### src/design/pia_defs.vh
// Constants for the priority interrupt arbiter: offsets, fields, resets, vectors
`ifndef PIA_DEFS_VH
`define PIA_DEFS_VH

// Sizes
`define PIA_NUM_CHAN      24
`define PIA_NUM_PAIR      12
`define PIA_NUM_EXT       8

// Register offsets (8-bit register port address)
`define PIA_OFF_CTRL      8'he6
`define PIA_OFF_EXT_EDGE  8'he7
`define PIA_OFF_EXTERNAL_MODE_REGISTER_TWO      8'he8
`define PIA_OFF_ISEG      8'he9
`define PIA_OFF_CSEG      8'hea
`define PIA_OFF_NEST      8'heb
`define PIA_OFF_PEND0     8'hec
`define PIA_OFF_PEND1     8'hed
`define PIA_OFF_PEND2     8'hee
`define PIA_OFF_STATUS    8'hef
`define PIA_OFF_LVL_BASE  8'hf0
`define PIA_OFF_VEC_BASE  8'hd0

// Central control and external mode register two fields
`define PIA_CTRL_CPL_LO   0
`define PIA_CTRL_CPL_HI   2
`define PIA_CTRL_IEN      4
`define PIA_CTRL_MODE     5
`define PIA_CTRL_TOP_LEVEL_UNMASKABLE     6
`define PIA_CTRL_TLSRC    7
`define PIA_EXTERNAL_MODE_REGISTER_TWO_ENSEG    0

// Reset values
`define PIA_CPL_RESET     3'h7
`define PIA_LVL_RESET     3'h7
`define PIA_VEC_RESET     6'h00
`define PIA_SEG_RESET     8'h00
`define PIA_EDGE_RESET    8'h00

// Fixed fetch locations
`define PIA_BOOT_ADDR     24'h000000
`define PIA_TL_VEC_OFS    16'h0004
`define PIA_DIV_VEC_OFS   16'h0002

`endif

### src/design/pia_arbiter.v
// Central priority interrupt arbiter with vectoring, nesting and segment save
`timescale 1ns/100ps
`include "pia_defs.vh"
// Notes on behaviour
// - Each channel has 3-bit level, 0 most urgent
// - Current priority is 3 bits, resets to 7
// - Every instruction, arbitrate all interrupt and transfer requests
// - Interrupt acknowledged only if level below current
// - Level 7 interrupt requests are never acknowledged
// - Top-level request beats every other request
// - Top-level routine uninterruptible; maskable or unmaskable
// - Top-level source: external pin or watchdog
// - Nested mode: same-level request never preempts same-level routine
// - Equal levels resolved by fixed chain order
// - Vector is software base plus hardware channel bit
// - Vector indexes 128-entry table in interrupt segment
// - After reset, start address fetched from zero
// - Top-level address fetched at fixed segment locations
// - Divide trap fetches from current code segment
// - Divide trap does not push the flags
// - Save disabled: interrupt segment replaces code segment
// - Save enabled: stack code segment, reload, restore
// - Compatible mode routines stay within one segment
// - Current priority software writable, hardware updated
// - Eight edge-programmable external inputs, standard group
// - Concurrent mode leaves current priority unchanged
// - Nested mode stacks priority bit, loads request level
// - Entry clears enable, pushes PC, segment (save enabled only), flags
// - Return pops, sets enable, nested restores priority

module pia_arbiter (
	// Clock and reset
	input  wire        i_clock,
	input  wire        i_rst_n,
	// Register port
	input  wire [7:0]  i_reg_addr,
	input  wire [7:0]  i_reg_wdata,
	input  wire        i_reg_write,
	input  wire        i_reg_read,
	output reg  [7:0]  o_reg_rdata,
	// Request sources, channel 0 is first in the chain
	input  wire [23:0] i_chan_req,
	input  wire [23:0] i_chan_dma,
	input  wire [7:0]  i_ext_pin,
	input  wire        i_nmi_pin,
	input  wire        i_wdt_top,
	// Core sequencer
	input  wire        i_arb_strobe,
	input  wire        i_div_zero,
	input  wire        i_iret,
	input  wire [7:0]  i_popped_seg,
	// Acknowledges
	output reg  [23:0] o_chan_ack,
	output reg  [23:0] o_dma_grant,
	output reg         o_top_ack,
	// Entry and return sequencing
	output reg         o_boot,
	output reg         o_entry,
	output reg  [23:0] o_fetch_addr,
	output reg  [7:0]  o_vector,
	output reg         o_push_seg,
	output reg         o_push_flags,
	output reg         o_pop_seg,
	output wire        o_use_iseg,
	output wire [7:0]  o_code_seg
);

	// Software-visible state
	reg  [2:0]  current_priority_level;                          // Current priority level
	reg         global_irq_enable;                          // Global interrupt enable
	reg         mode_nested;                  // Arbitration mode select
	reg         tl_unmaskable;                // Top level ignores enable
	reg         tl_src_wdt;                   // Top level from watchdog
	reg  [7:0]  ext_rising;                   // 1 rising, 0 falling edge
	reg         seg_save;                     // Segment save enable
	reg  [7:0]  iseg;                         // Interrupt segment
	reg  [7:0]  cseg;                         // Code segment
	reg  [7:0]  nest_stack;                   // Saved priority levels
	reg  [2:0]  level_reg [0:11];             // Level per channel pair
	reg  [5:0]  vbase_reg [0:11];             // Vector base per pair
	// Internal state
	reg  [7:0]  ext_prev;                     // Last sampled pins
	reg  [7:0]  ext_pend;                     // Latched external edges
	reg         tl_active;                    // In top-level routine
	reg         use_iseg;                     // Interrupt segment in use
	reg         boot_done;                    // Boot fetch issued
	// Arbitration results
	reg         win_ok;                       // Some channel is asking
	reg         win_dma;                      // Winner asks for a transfer
	reg  [4:0]  win_idx;                      // Winning channel index
	reg  [2:0]  win_lvl;                      // Winning channel level
	wire [23:0] int_req;
	wire [7:0]  ext_edge;
	wire        tl_req;
	wire        tl_take;
	wire        int_take;
	wire        dma_take;
	wire        div_take;
	wire [3:0]  pair;
	wire        wr_ctrl;                      // Control byte written
	wire [7:0]  ext_ack_clr;                  // Latch clears on acknowledge
	// Loop indices; each process owns its own so none has two drivers
	integer     k;                            // Arbitration walk
	integer     rst_i;                        // Bank reset walk

	// Index of the most recently saved level: lowest set bit
	// Deeper routines saved smaller levels, so they come back first
	function [2:0] lowest_set;
		input [7:0] bits;
		integer j;
		begin
			lowest_set = `PIA_CPL_RESET;
			for (j = 7; j >= 0; j = j - 1) begin
				if (bits[j]) begin
					lowest_set = j[2:0];
				end
			end
		end
	endfunction

	// Register offset decode for a bank of indexed registers
	// Twelve entries per bank, one for each channel pair
	function in_bank;
		input [7:0] addr;
		input [7:0] base;
		begin
			in_bank = (addr >= base) && (addr < base + 8'h0c);
		end
	endfunction

	// Edge detect on pins; polarity per input
	// Pins idle low after reset, so no false edge follows release
	assign ext_edge = (i_ext_pin & ~ext_prev & ext_rising) |
	                  (~i_ext_pin & ext_prev & ~ext_rising);
	// External edges share the first eight standard channels
	assign int_req  = i_chan_req | {16'h0000, ext_pend};
	// Top-level source selection
	assign tl_req   = tl_src_wdt ? i_wdt_top : i_nmi_pin;

	// Arbitration: least level wins, earlier chain position on ties
	always @* begin
		win_ok  = 1'b0;
		win_dma = 1'b0;
		win_idx = 5'h00;
		win_lvl = `PIA_CPL_RESET;
		// A channel asking for both is served as a transfer
		// Walk from last to first so the earlier channel wins a tie
		for (k = 23; k >= 0; k = k - 1) begin
			if ((int_req[k] || i_chan_dma[k]) &&
			    (!win_ok || level_reg[k / 2] <= win_lvl)) begin
				win_ok  = 1'b1;
				win_dma = i_chan_dma[k];
				win_idx = k[4:0];
				win_lvl = level_reg[k / 2];
			end
		end
	end

	// Top level overrides everything; its own routine is never cut
	assign tl_take  = i_arb_strobe && tl_req && !tl_active &&
	                  (tl_unmaskable || global_irq_enable);
	// Strict compare keeps level 7 and same-level requests out
	assign int_take = i_arb_strobe && !tl_take && !tl_active && win_ok &&
	                  !win_dma && global_irq_enable && (win_lvl < current_priority_level);
	// Transfer requests are served when they win the phase
	assign dma_take = i_arb_strobe && !tl_take && win_ok && win_dma;
	// Trap yields to the top level and to a taken interrupt
	assign div_take = i_div_zero && !tl_take && !int_take;
	// Channel pairs share one level and one vector register
	assign pair     = win_idx[4:1];
	// Control byte write decode
	assign wr_ctrl  = i_reg_write && (i_reg_addr == `PIA_OFF_CTRL);
	assign o_use_iseg = use_iseg;
	// Routines in compatible mode run from the interrupt segment only
	assign o_code_seg = use_iseg ? iseg : cseg;

	// Control register, priority and nesting stack
	always @(posedge i_clock or negedge i_rst_n) begin
		if (!i_rst_n) begin
			current_priority_level           <= `PIA_CPL_RESET;
			global_irq_enable           <= 1'b0;
			mode_nested   <= 1'b0;
			tl_unmaskable <= 1'b0;
			tl_src_wdt    <= 1'b0;
			nest_stack    <= 8'h00;
		end else begin
			// Software may rewrite the control byte at any time
			if (wr_ctrl) begin
				current_priority_level           <= i_reg_wdata[`PIA_CTRL_CPL_HI:`PIA_CTRL_CPL_LO];
				global_irq_enable           <= i_reg_wdata[`PIA_CTRL_IEN];
				mode_nested   <= i_reg_wdata[`PIA_CTRL_MODE];
				tl_unmaskable <= i_reg_wdata[`PIA_CTRL_TOP_LEVEL_UNMASKABLE];
				tl_src_wdt    <= i_reg_wdata[`PIA_CTRL_TLSRC];
			end
			// Software may preload or clear the stack
			if (i_reg_write && i_reg_addr == `PIA_OFF_NEST) begin
				nest_stack <= i_reg_wdata;
			end
			// Hardware updates take precedence over a same-cycle write
			if (int_take) begin
				global_irq_enable <= 1'b0;
				if (mode_nested) begin
					nest_stack[current_priority_level] <= 1'b1;
					current_priority_level             <= win_lvl;
				end
			end else if (tl_take) begin
				// Top level keeps the priority as it was
				global_irq_enable <= 1'b0;
			end else if (i_iret) begin
				global_irq_enable <= 1'b1;
				// Top-level return leaves the priority as it was
				if (mode_nested && !tl_active && nest_stack != 8'h00) begin
					current_priority_level <= lowest_set(nest_stack);
					nest_stack[lowest_set(nest_stack)] <= 1'b0;
				end
			end
		end
	end

	// Other configuration registers and indexed banks
	always @(posedge i_clock or negedge i_rst_n) begin
		if (!i_rst_n) begin
			ext_rising <= `PIA_EDGE_RESET;
			seg_save   <= 1'b0;
			iseg       <= `PIA_SEG_RESET;
			for (rst_i = 0; rst_i < 12; rst_i = rst_i + 1) begin
				level_reg[rst_i] <= `PIA_LVL_RESET;
				vbase_reg[rst_i] <= `PIA_VEC_RESET;
			end
		end else if (i_reg_write) begin
			// Plain stores; no side effects
			case (i_reg_addr)
				`PIA_OFF_EXT_EDGE: begin
					ext_rising <= i_reg_wdata;
				end
				`PIA_OFF_EXTERNAL_MODE_REGISTER_TWO: begin
					seg_save <= i_reg_wdata[`PIA_EXTERNAL_MODE_REGISTER_TWO_ENSEG];
				end
				`PIA_OFF_ISEG: begin
					iseg <= i_reg_wdata;
				end
				// Writes past the bank ends are dropped
				default: begin
					if (in_bank(i_reg_addr, `PIA_OFF_LVL_BASE)) begin
						level_reg[i_reg_addr[3:0]] <= i_reg_wdata[2:0];
					end
					if (in_bank(i_reg_addr, `PIA_OFF_VEC_BASE)) begin
						vbase_reg[i_reg_addr[3:0]] <= i_reg_wdata[7:2];
					end
				end
			endcase
		end
	end

	// External pin edge latches; a new edge beats an acknowledge
	always @(posedge i_clock or negedge i_rst_n) begin
		if (!i_rst_n) begin
			ext_prev <= 8'h00;
			ext_pend <= 8'h00;
		end else begin
			ext_prev <= i_ext_pin;
			// An edge in the acknowledge cycle stays pending, never lost
			ext_pend <= (ext_pend & ~ext_ack_clr) | ext_edge;
		end
	end

	// Acknowledge of an external channel clears its latch
	// Peripheral channels drop their own request on the acknowledge
	assign ext_ack_clr = (int_take && win_idx < 5'd8) ?
	                     (8'h01 << win_idx[2:0]) : 8'h00;

	// Code segment, top-level and segment-mode tracking
	always @(posedge i_clock or negedge i_rst_n) begin
		if (!i_rst_n) begin
			cseg      <= `PIA_SEG_RESET;
			tl_active <= 1'b0;
			use_iseg  <= 1'b0;
		end else begin
			// With segment save enabled, entry or return below wins over a same-cycle software write
			if (i_reg_write && i_reg_addr == `PIA_OFF_CSEG) begin
				cseg <= i_reg_wdata;
			end
			if (tl_take || int_take) begin
				tl_active <= tl_take || tl_active;
				if (seg_save) begin
					cseg <= iseg;
				end else begin
					use_iseg <= 1'b1;
				end
			end else if (i_iret) begin
				// Limitation: a compatible return always drops the interrupt segment
				tl_active <= 1'b0;
				if (seg_save) begin
					cseg <= i_popped_seg;
				end else begin
					use_iseg <= 1'b0;
				end
			end
		end
	end

	// Entry outputs: one-cycle pulses with registered data
	always @(posedge i_clock or negedge i_rst_n) begin
		if (!i_rst_n) begin
			boot_done    <= 1'b0;
			o_boot       <= 1'b0;
			o_entry      <= 1'b0;
			o_top_ack    <= 1'b0;
			o_chan_ack   <= 24'h000000;
			o_dma_grant  <= 24'h000000;
			o_fetch_addr <= `PIA_BOOT_ADDR;
			o_vector     <= 8'h00;
			o_push_seg   <= 1'b0;
			o_push_flags <= 1'b0;
			o_pop_seg    <= 1'b0;
		end else begin
			boot_done    <= 1'b1;
			o_boot       <= !boot_done;
			o_entry      <= tl_take || int_take || div_take;
			o_top_ack    <= tl_take;
			o_chan_ack   <= int_take ? (24'h000001 << win_idx) : 24'h000000;
			o_dma_grant  <= dma_take ? (24'h000001 << win_idx) : 24'h000000;
			o_push_seg   <= (tl_take || int_take) && seg_save;
			o_push_flags <= tl_take || int_take;
			o_pop_seg    <= i_iret && seg_save;
			// Fetch address follows the same priority as the takes
			if (!boot_done) begin
				o_fetch_addr <= `PIA_BOOT_ADDR;
			end else if (tl_take) begin
				o_fetch_addr <= {iseg, `PIA_TL_VEC_OFS};
			end else if (int_take) begin
				o_vector     <= {vbase_reg[pair], win_idx[0], 1'b0};
				o_fetch_addr <= {iseg, 8'h00, vbase_reg[pair], win_idx[0], 1'b0};
			end else if (div_take) begin
				o_fetch_addr <= {o_code_seg, `PIA_DIV_VEC_OFS};
			end
		end
	end

	// Read data one cycle after the strobe, zero otherwise
	always @(posedge i_clock or negedge i_rst_n) begin
		if (!i_rst_n) begin
			o_reg_rdata <= 8'h00;
		end else if (!i_reg_read) begin
			o_reg_rdata <= 8'h00;
		end else begin
			case (i_reg_addr)
				`PIA_OFF_CTRL:     o_reg_rdata <= {tl_src_wdt, tl_unmaskable, mode_nested, global_irq_enable, 1'b0, current_priority_level};
				`PIA_OFF_EXT_EDGE: o_reg_rdata <= ext_rising;
				`PIA_OFF_EXTERNAL_MODE_REGISTER_TWO:     o_reg_rdata <= {7'h00, seg_save};
				`PIA_OFF_ISEG:     o_reg_rdata <= iseg;
				`PIA_OFF_CSEG:     o_reg_rdata <= cseg;
				`PIA_OFF_NEST:     o_reg_rdata <= nest_stack;
				// Pending byte 0 merges external latches with peripheral lines
				`PIA_OFF_PEND0:    o_reg_rdata <= int_req[7:0];
				`PIA_OFF_PEND1:    o_reg_rdata <= int_req[15:8];
				`PIA_OFF_PEND2:    o_reg_rdata <= int_req[23:16];
				`PIA_OFF_STATUS:   o_reg_rdata <= {5'h00, use_iseg, tl_req, tl_active};
				default: begin
					// Banks; anything else reads zero
					if (in_bank(i_reg_addr, `PIA_OFF_LVL_BASE)) begin
						o_reg_rdata <= {5'h00, level_reg[i_reg_addr[3:0]]};
					end else if (in_bank(i_reg_addr, `PIA_OFF_VEC_BASE)) begin
						o_reg_rdata <= {vbase_reg[i_reg_addr[3:0]], 2'h0};
					end else begin
						o_reg_rdata <= 8'h00;
					end
				end
			endcase
		end
	end

endmodule // pia_arbiter

### config.mk
export PLATFORM = sky130hd
export DESIGN_NAME = pia_arbiter
export DESIGN_NICKNAME = d
export VERILOG_FILES = /design/src/design/pia_arbiter.v
export VERILOG_INCLUDE_DIRS = /design/src /design/src/design
export SDC_FILE = /design/constraint.sdc
export NUM_CORES = 1
export LEC_CHECK = 0
export BUFFER_PORTS_ARGS = -buffer_cell sky130_fd_sc_hd__buf_2
export CAP_MARGIN = 20
export CORE_ASPECT_RATIO = 1.75
export CORE_MARGIN = 10
export CORE_UTILIZATION = 60
export CTS_CLUSTER_SIZE = 30
export DETAILED_ROUTE_END_ITERATION = 10
export HOLD_SLACK_MARGIN = 0.1
export PLACE_DENSITY = 0.94
export SLEW_MARGIN = 40
export SYNTH_ARGS = -nofsm -noshare
export SYNTH_HDL_FRONTEND = slang
export SYNTH_SLANG_ARGS = --single-unit
export TNS_END_PERCENT = 30
### constraint.sdc
create_clock -name i_clock -period 89.7 [get_ports i_clock]
set_input_delay 17.94 -clock i_clock [delete_from_list [all_inputs] [get_ports i_clock]]
set_output_delay 17.94 -clock i_clock [all_outputs]
set_load 0.05 [all_outputs]
== Word-level counts from Yosys, hierarchy flattened ==
Index checks and enable logic that the tools add are counted.
Storage, ports and cells
  memories: 0
  register bits: 260
  memory bits (writable): 0
  latch bits: 0
  input bits: 89
  output and inout bits: 103
  bits in read-only memories: 0
  word-level logic and storage cells: 424
Cells by class
  order comparisons: 36
  multipliers: 0
  add/subtract/negate cells: 0
  multiplexer cells: 166
  divide/modulo/power cells: 0
  reduce and logical (&&, ||, !) cells: 139
  bitwise operators: 20
  eq/ne operators: 11
  shift operators: 2
Operator list (number)
  $mux W24: 6
  $mux W8: 16
  $mux W3: 42
  $mux W5: 24
  $eq A8 B8 Y1 const B: 10
  $pmux W8 S10: 1
  $bwmux W72: 1
  $le A3 B3 Y1: 23
  $mux W1: 62
  $logic_or A1 B1 Y1: 51
  $logic_and A1 B1 Y1: 49
  $and A8 B8 Y8: 6
  $bmux W6 S4: 2
  $not A8 Y8: 5
  $bwmux W36: 1
  $mux W6: 5
  $logic_not A1 Y1: 28
  $demux W6 S4: 1
  $or A24 B8 Y24: 1
  $or A8 B8 Y8: 3
  $shl A1 B5 Y24 const A: 1
  $ge A8 B8 Y1 const B: 2
  $lt A8 B8 Y1 const B: 2
  $bmux W3 S4: 1
  other kinds (19): 31

== Depth between registers and ports, before layout ==
  depth after elaboration: 110
  gate-level depth with buffers: 178
  gate-level depth less buffers: 171

== Least setup slack after synthesis ==
Ideal clock, no wire load.
  kind: in2reg
  start point: input port i_chan_dma[23]
  end point: register ext_pend[0]
  setup time: 0.128 ns
  stages on the path: 161
  arrival time: 48.326 ns
  buffers on the path: 6
  path slack: 41.247 ns
  path through: nor4_4 > nor2_1 > ha_1 > nor2b_1 > o311ai_1 > o21ai_0 > o22a_1 > ha_1 > nand3b_1 > a22o_1 > o22ai_1 > and2_1 > o22a_1 > inv_1 > ha_1 > nor2b_1 > o211ai_1 > a21oi_1 > [125 not listed] > ha_1 > nor2b_1 > o21a_1 > o21ai_0 > a22oi_1 > nand2_1 > buf_1 > o21ai_0 > ha_1 > nand2_1 > nand4b_1 > nor2_1 > o2111ai_1 > a21oi_2 > o21ai_2 > buf_2 > o41ai_1 > nand2_1
On the way
  cells in the longest elaborated chain, start to end: 103
  elaborated cells between the ends (all ways): 202
  classes of those cells: order compare: 25; shift: 1; mux: 97; bitwise: 3; reduce/logical: 76
Ends and longest elaborated chain
  start: declaration: RTL line pia_arbiter.v:43  | input wire [23:0] i_chan_dma,
  branches (longest 99 deep; another with $le A3 B3 Y1)
  $mux W8 *: RTL line pia_arbiter.v:269  | assign ext_ack_clr = (int_take && win_idx < 5'd8) ?
  $not A8 Y8 *: RTL line pia_arbiter.v:263  | ext_pend <= (ext_pend & ~ext_ack_clr) | ext_edge;
  $and A8 B8 Y8 *: RTL line pia_arbiter.v:263
  $or A8 B8 Y8 *: RTL line pia_arbiter.v:263
  end signal: assignment: RTL line pia_arbiter.v:263
  end: declaration: RTL line pia_arbiter.v:83  | reg [7:0] ext_pend;
Every way passes the cells marked *.
A chain may end at the register's enable or synchronous reset.

== Worst setup path after layout ==
  start point: input port i_chan_req[23]
  end point: register o_vector[7]
On the way
  cells in the longest elaborated chain, start to end: 100
  elaborated cells between the ends (all ways): 201
  classes of those cells: order compare: 24; mux: 99; bitwise: 2; reduce/logical: 76
Ends and longest elaborated chain
  start: declaration: RTL line pia_arbiter.v:42  | input wire [23:0] i_chan_req,
  $or A24 B8 Y24 *: RTL line pia_arbiter.v:136  | assign int_req = i_chan_req | {16'h0000, ext_pend};
  $logic_or A1 B1 Y1 *: RTL line pia_arbiter.v:149  | if ((int_req[k] || i_chan_dma[k]) &&
  branches (longest 98 deep; another with $le A3 B3 Y1)
  end signal: assignment: RTL line pia_arbiter.v:332  | o_vector <= {vbase_reg[pair], win_idx[0], 1'b0};
  end: declaration: RTL line pia_arbiter.v:60  | output reg [7:0] o_vector,
Every way passes the cells marked *. The select of a mux whose other input is x is not followed.

==> impl_metrics.prom <==
# TYPE chip_impl_metric gauge
chip_impl_metric{name="maxClockFrequency",unit="GHz"} 0.0183
chip_impl_info{name="timing.critical_path.mode_cell",value="sky130_fd_sc_hd__ha_1"} 1
chip_impl_metric{name="route.vias.total",unit=""} 15000
chip_impl_info{name="tritoncts",value="yes"} 1
chip_impl_metric{name="period_share",unit="%"} 60.9
chip_impl_metric{name="placed_area",unit="mm²"} 0.0172
chip_impl_metric{name="total_switching_power",unit="W"} 0.000323
chip_impl_metric{name="ctsResizeCount",unit=""} 0
chip_impl_metric{name="synth.cell_area",unit="mm²"} 0.0161
chip_impl_metric{name="number_of_port_buffers",unit=""} 181
chip_impl_metric{name="grtUsageTotal",unit="%"} 33.0
chip_impl_metric{name="clock_tree_buffer_depth",unit=""} 3
chip_impl_metric{name="syn_inst",unit=""} 1634
chip_impl_metric{name="power.clock.fraction",unit="%"} 16.2
chip_impl_metric{name="finish.net_count",unit=""} 1937
chip_impl_metric{name="intPower",unit="W"} 0.000337
chip_impl_info{name="cp-end-kind",value="register"} 1
chip_impl_info{name="critPathLaunchType",value="input pin"} 1
chip_impl_metric{name="swShare",unit="%"} 48.9
chip_impl_metric{name="async_flop_share",unit="%"} 100
chip_impl_metric{name="largest_reg_flops",unit=""} 72
chip_impl_info{name="status",value="finished clean"} 1
chip_impl_metric{name="post-route-min-period",unit="ps"} 54610
chip_impl_metric{name="dpl_worst_slack",unit="ps"} 35320
chip_impl_metric{name="post_synthesis_mean_instance_area",unit="µm²"} 9.88
chip_impl_metric{name="path_clk_slew",unit="ps"} 80
chip_impl_metric{name="p_comb_share",unit="%"} 63.2
chip_impl_info{name="critical_path.top_delay_family",value="compound AO/OA/AOI/OAI gates"} 1
chip_impl_metric{name="timing.max_cap.violations",unit=""} 0
chip_impl_info{name="most_used_flip_flop_cell_after_synthesis",value="sky130_fd_sc_hd__dfrtp_1"} 1
chip_impl_metric{name="gpl.final_weighted_congestion",unit=""} 1.05
chip_impl_metric{name="synth.top_cell.area_share",unit="%"} 32.9
chip_impl_metric{name="cp_data_required_time",unit="ps"} 90130
chip_impl_metric{name="layout.cells.non_filler",unit=""} 2122
chip_impl_metric{name="mean_routed_wirelength_per_cell",unit="µm"} 27.0
chip_impl_metric{name="post_synth_num_cell_types",unit=""} 91
chip_impl_metric{name="finalInstanceArea",unit="mm²"} 0.0181
chip_impl_metric{name="final.fill_count",unit=""} 1909
chip_impl_metric{name="cp.buffers_inverters",unit=""} 6
chip_impl_metric{name="count_of_warnings_emitted_by_yosys",unit=""} 0
chip_impl_info{name="post_synth_most_frequent_cells",value="sky130_fd_sc_hd__dfrtp_1 (212), sky130_fd_sc_hd__nor2_1 (164), sky130_fd_sc_hd__nand2_1 (145)"} 1
chip_impl_metric{name="postLayoutSetupSlackWorst",unit="ps"} 35090
chip_impl_metric{name="cp_max_fo",unit=""} 31
chip_impl_metric{name="p_leak",unit="nW"} 8.38
chip_impl_metric{name="grt_antenna_before_repair",unit=""} 2
chip_impl_metric{name="route.met2.wl",unit="mm"} 27.6
chip_impl_metric{name="critPathArrivalTime",unit="ps"} 55050
chip_impl_metric{name="max_slew_margin",unit="%"} 37.9
chip_impl_info{name="clock_tree.root_cell",value="sky130_fd_sc_hd__clkbuf_16"} 1
chip_impl_metric{name="synth-edff-count",unit=""} 0
chip_impl_info{name="post-synth-top-count-cell",value="sky130_fd_sc_hd__dfrtp_1"} 1
chip_impl_metric{name="cts_buffers",unit=""} 22
chip_impl_info{name="cp_slowest_cell",value="sky130_fd_sc_hd__o21a_2"} 1
chip_impl_metric{name="drt_pre_antenna_iters",unit=""} 7
chip_impl_metric{name="vias_in_the_first_global_route",unit=""} 15400
chip_impl_metric{name="ys_seq_area_share",unit="%"} 39.2
chip_impl_metric{name="die_width",unit="µm"} 144
chip_impl_metric{name="number_of_placed_i_o_pins",unit=""} 192
chip_impl_metric{name="power_per_cell_area",unit="mW/mm²"} 36.5
chip_impl_metric{name="num_rows",unit=""} 79
chip_impl_metric{name="slew_at_the_pin_closest_to_its_max_slew_limit",unit="ps"} 925
chip_impl_metric{name="drt_iter0_markers",unit=""} 1957
chip_impl_metric{name="met3_length",unit="mm"} 6.11
chip_impl_metric{name="post_route_cells_drive_above_1_share",unit="%"} 27.5
chip_impl_info{name="rsz0062_at_grt",value="no"} 1
chip_impl_metric{name="die_h",unit="µm"} 237
chip_impl_metric{name="grt_max_degree",unit=""} 93
chip_impl_metric{name="ant_nets",unit=""} 0
chip_impl_metric{name="placeableCoreArea",unit="mm²"} 0.0266
chip_impl_metric{name="clock-skew-final",unit="ps"} 40.0
chip_impl_metric{name="vias_per_cell",unit=""} 7.09
chip_impl_metric{name="clk_latency",unit="ps"} 560
chip_impl_metric{name="drt_drc_violations_left",unit=""} 0
chip_impl_info{name="hold_class",value="register to register"} 1
chip_impl_metric{name="power.share.sequential",unit="%"} 20.6
chip_impl_metric{name="clock_sinks",unit=""} 251
chip_impl_metric{name="drt-total-wl",unit="mm"} 57.3
chip_impl_metric{name="synth.ff_latch_count",unit=""} 251
chip_impl_metric{name="final-setup-viol-count",unit=""} 0
chip_impl_metric{name="final_max_slew_viol_count",unit=""} 0
chip_impl_metric{name="dp_cells",unit=""} 2080
chip_impl_metric{name="post_route_met1_wirelength",unit="mm"} 18.3
chip_impl_metric{name="finalHoldViolCount",unit=""} 0
chip_impl_metric{name="setup_tns",unit="ps"} 0
chip_impl_metric{name="h-tree-depth",unit=""} 1
chip_impl_info{name="uppermost_signal_routing_layer_after_detailed_routing",value="met5"} 1
chip_impl_info{name="ys_top_cells_by_area",value="sky130_fd_sc_hd__dfrtp_1 (33%), sky130_fd_sc_hd__mux2_2 (9.9%), sky130_fd_sc_hd__dfstp_2 (6.3%), sky130_fd_sc_hd__ha_1 (5.3%), sky130_fd_sc_hd__mux4_2 (5.0%)"} 1
chip_impl_info{name="synth.largest_area_cell",value="sky130_fd_sc_hd__dfrtp_1"} 1
chip_impl_info{name="worstSetupPathType",value="input pin to register"} 1
chip_impl_metric{name="post_cts_hold_buffer_count",unit=""} 0
chip_impl_metric{name="layout-area-overhead-vs-synth",unit="%"} 12.0
chip_impl_metric{name="timing.critical_path.slowest_cell_delay",unit="ps"} 750
chip_impl_metric{name="initial_utilization",unit="%"} 60.7
chip_impl_metric{name="global_route_wire_length_before_repair",unit="mm"} 87.3
chip_impl_metric{name="overflow",unit=""} 0
chip_impl_metric{name="post_cts_buffers",unit=""} 0
chip_impl_metric{name="worst_hold_slack",unit="ps"} 475
chip_impl_metric{name="die-area",unit="mm²"} 0.0341
chip_impl_metric{name="ir_drop",unit="mV"} 0.0846
chip_impl_metric{name="place.detailed.hpwl",unit="mm"} 41.8
-- per-layer routing --
metal,GRT usage (%),up-vias
li1,-,6301
met1,35.0,7182
met2,55.1,1178
met3,7.96,382
met4,25.0,2
met5,0,-
-- per-stage QoR --
stage	power, W	util (%)
3_5_place_dp	0.000537	64.8
5_1_grt	0.000702	68.0
6_report	0.000660	68.0
3_3_place_gp	0.000525	64.7
2_1_floorplan	0.000436	-
4_1_cts	0.000645	67.9
-- tightest hold or removal path: cells and delay by family, from the launching register on --
family          cells  cell delay (ps)
simple gates        1               60
compound gates      1               60
flops               1              350
-- cell families (layout without fill, tap and decap cells) --
group           after synthesis  count (layout)  share of synthesized area (%)
mux                         240             240                           18.8
buf+inv                     149             302                           4.00
fa+ha+maj                    68              68                           5.27
simple gates                542             542                           16.4
other cells                   2              13                         0.0465
flops                       251             251                           39.2
compound gates              382             382                           16.3
-- placed cells by master (no fill, tap or decap), types with 13 or more instances in the layout --
| cell | count |
|---|---|
| sky130_fd_sc_hd__dfstp_2 | 39 |
| sky130_fd_sc_hd__o21ai_0 | 79 |
| sky130_fd_sc_hd__dfrtp_1 | 212 |
| sky130_fd_sc_hd__nor4_1 | 15 |
| sky130_fd_sc_hd__nand3_1 | 42 |
| sky130_fd_sc_hd__a22oi_1 | 16 |
| sky130_fd_sc_hd__mux4_2 | 36 |
| sky130_fd_sc_hd__nor3_1 | 29 |
| sky130_fd_sc_hd__a21oi_1 | 73 |
| sky130_fd_sc_hd__o21a_1 | 20 |
| sky130_fd_sc_hd__buf_2 | 180 |
| sky130_fd_sc_hd__nor2b_1 | 35 |
| sky130_fd_sc_hd__mux2_2 | 142 |
| sky130_fd_sc_hd__clkbuf_16 | 22 |
| sky130_fd_sc_hd__nand2_1 | 145 |
| sky130_fd_sc_hd__mux2i_1 | 62 |
| sky130_fd_sc_hd__and2_1 | 14 |
| sky130_fd_sc_hd__ha_1 | 68 |
| sky130_fd_sc_hd__nand2b_1 | 23 |
| sky130_fd_sc_hd__nor2_1 | 163 |
| sky130_fd_sc_hd__o211ai_1 | 13 |
| sky130_fd_sc_hd__inv_1 | 70 |
| sky130_fd_sc_hd__a211oi_1 | 24 |
| sky130_fd_sc_hd__a21o_1 | 16 |
-- power groups by stage --
stage          clock [W]  combinational (W)  sequential (W)
2_1_floorplan          0           0.000296        0.000140
3_3_place_gp           0           0.000389        0.000136
3_5_place_dp           0           0.000400        0.000137
4_1_cts         0.000106           0.000404        0.000135
5_1_grt         0.000110           0.000455        0.000136
6_report        0.000107           0.000417        0.000136
-- area by class of cell --
cell class | instances | area [µm²] | area share (%)
antenna | 2 | 5.00 | 0.0277
sequential | 251 | 6330 | 35.0
timing repair buffer | 192 | 1020 | 5.63
tap | 324 | 405 | 2.24
inverter | 70 | 263 | 1.45
multi-input combinational | 1243 | 9260 | 51.2
clock inverter | 15 | 239 | 1.32
clock buffer | 25 | 562 | 3.11
-- final timing paths --
path                                     start            end  slack [ps]  cells past startpoint
worst max register to register    level_reg[1]    o_vector[7]       52500                    155
worst min-delay path               ext_prev[0]    ext_pend[0]         470                      2
min in group asynchronous              i_rst_n  o_chan_ack[3]       17410                      1
worst min register to register     ext_prev[0]    ext_pend[0]         470                      2
worst max-delay path            i_chan_req[23]    o_vector[7]       35090                    157
max in group asynchronous              i_rst_n  vbase_reg[46]       71020                      2
(Power assumes the default switching activity.)
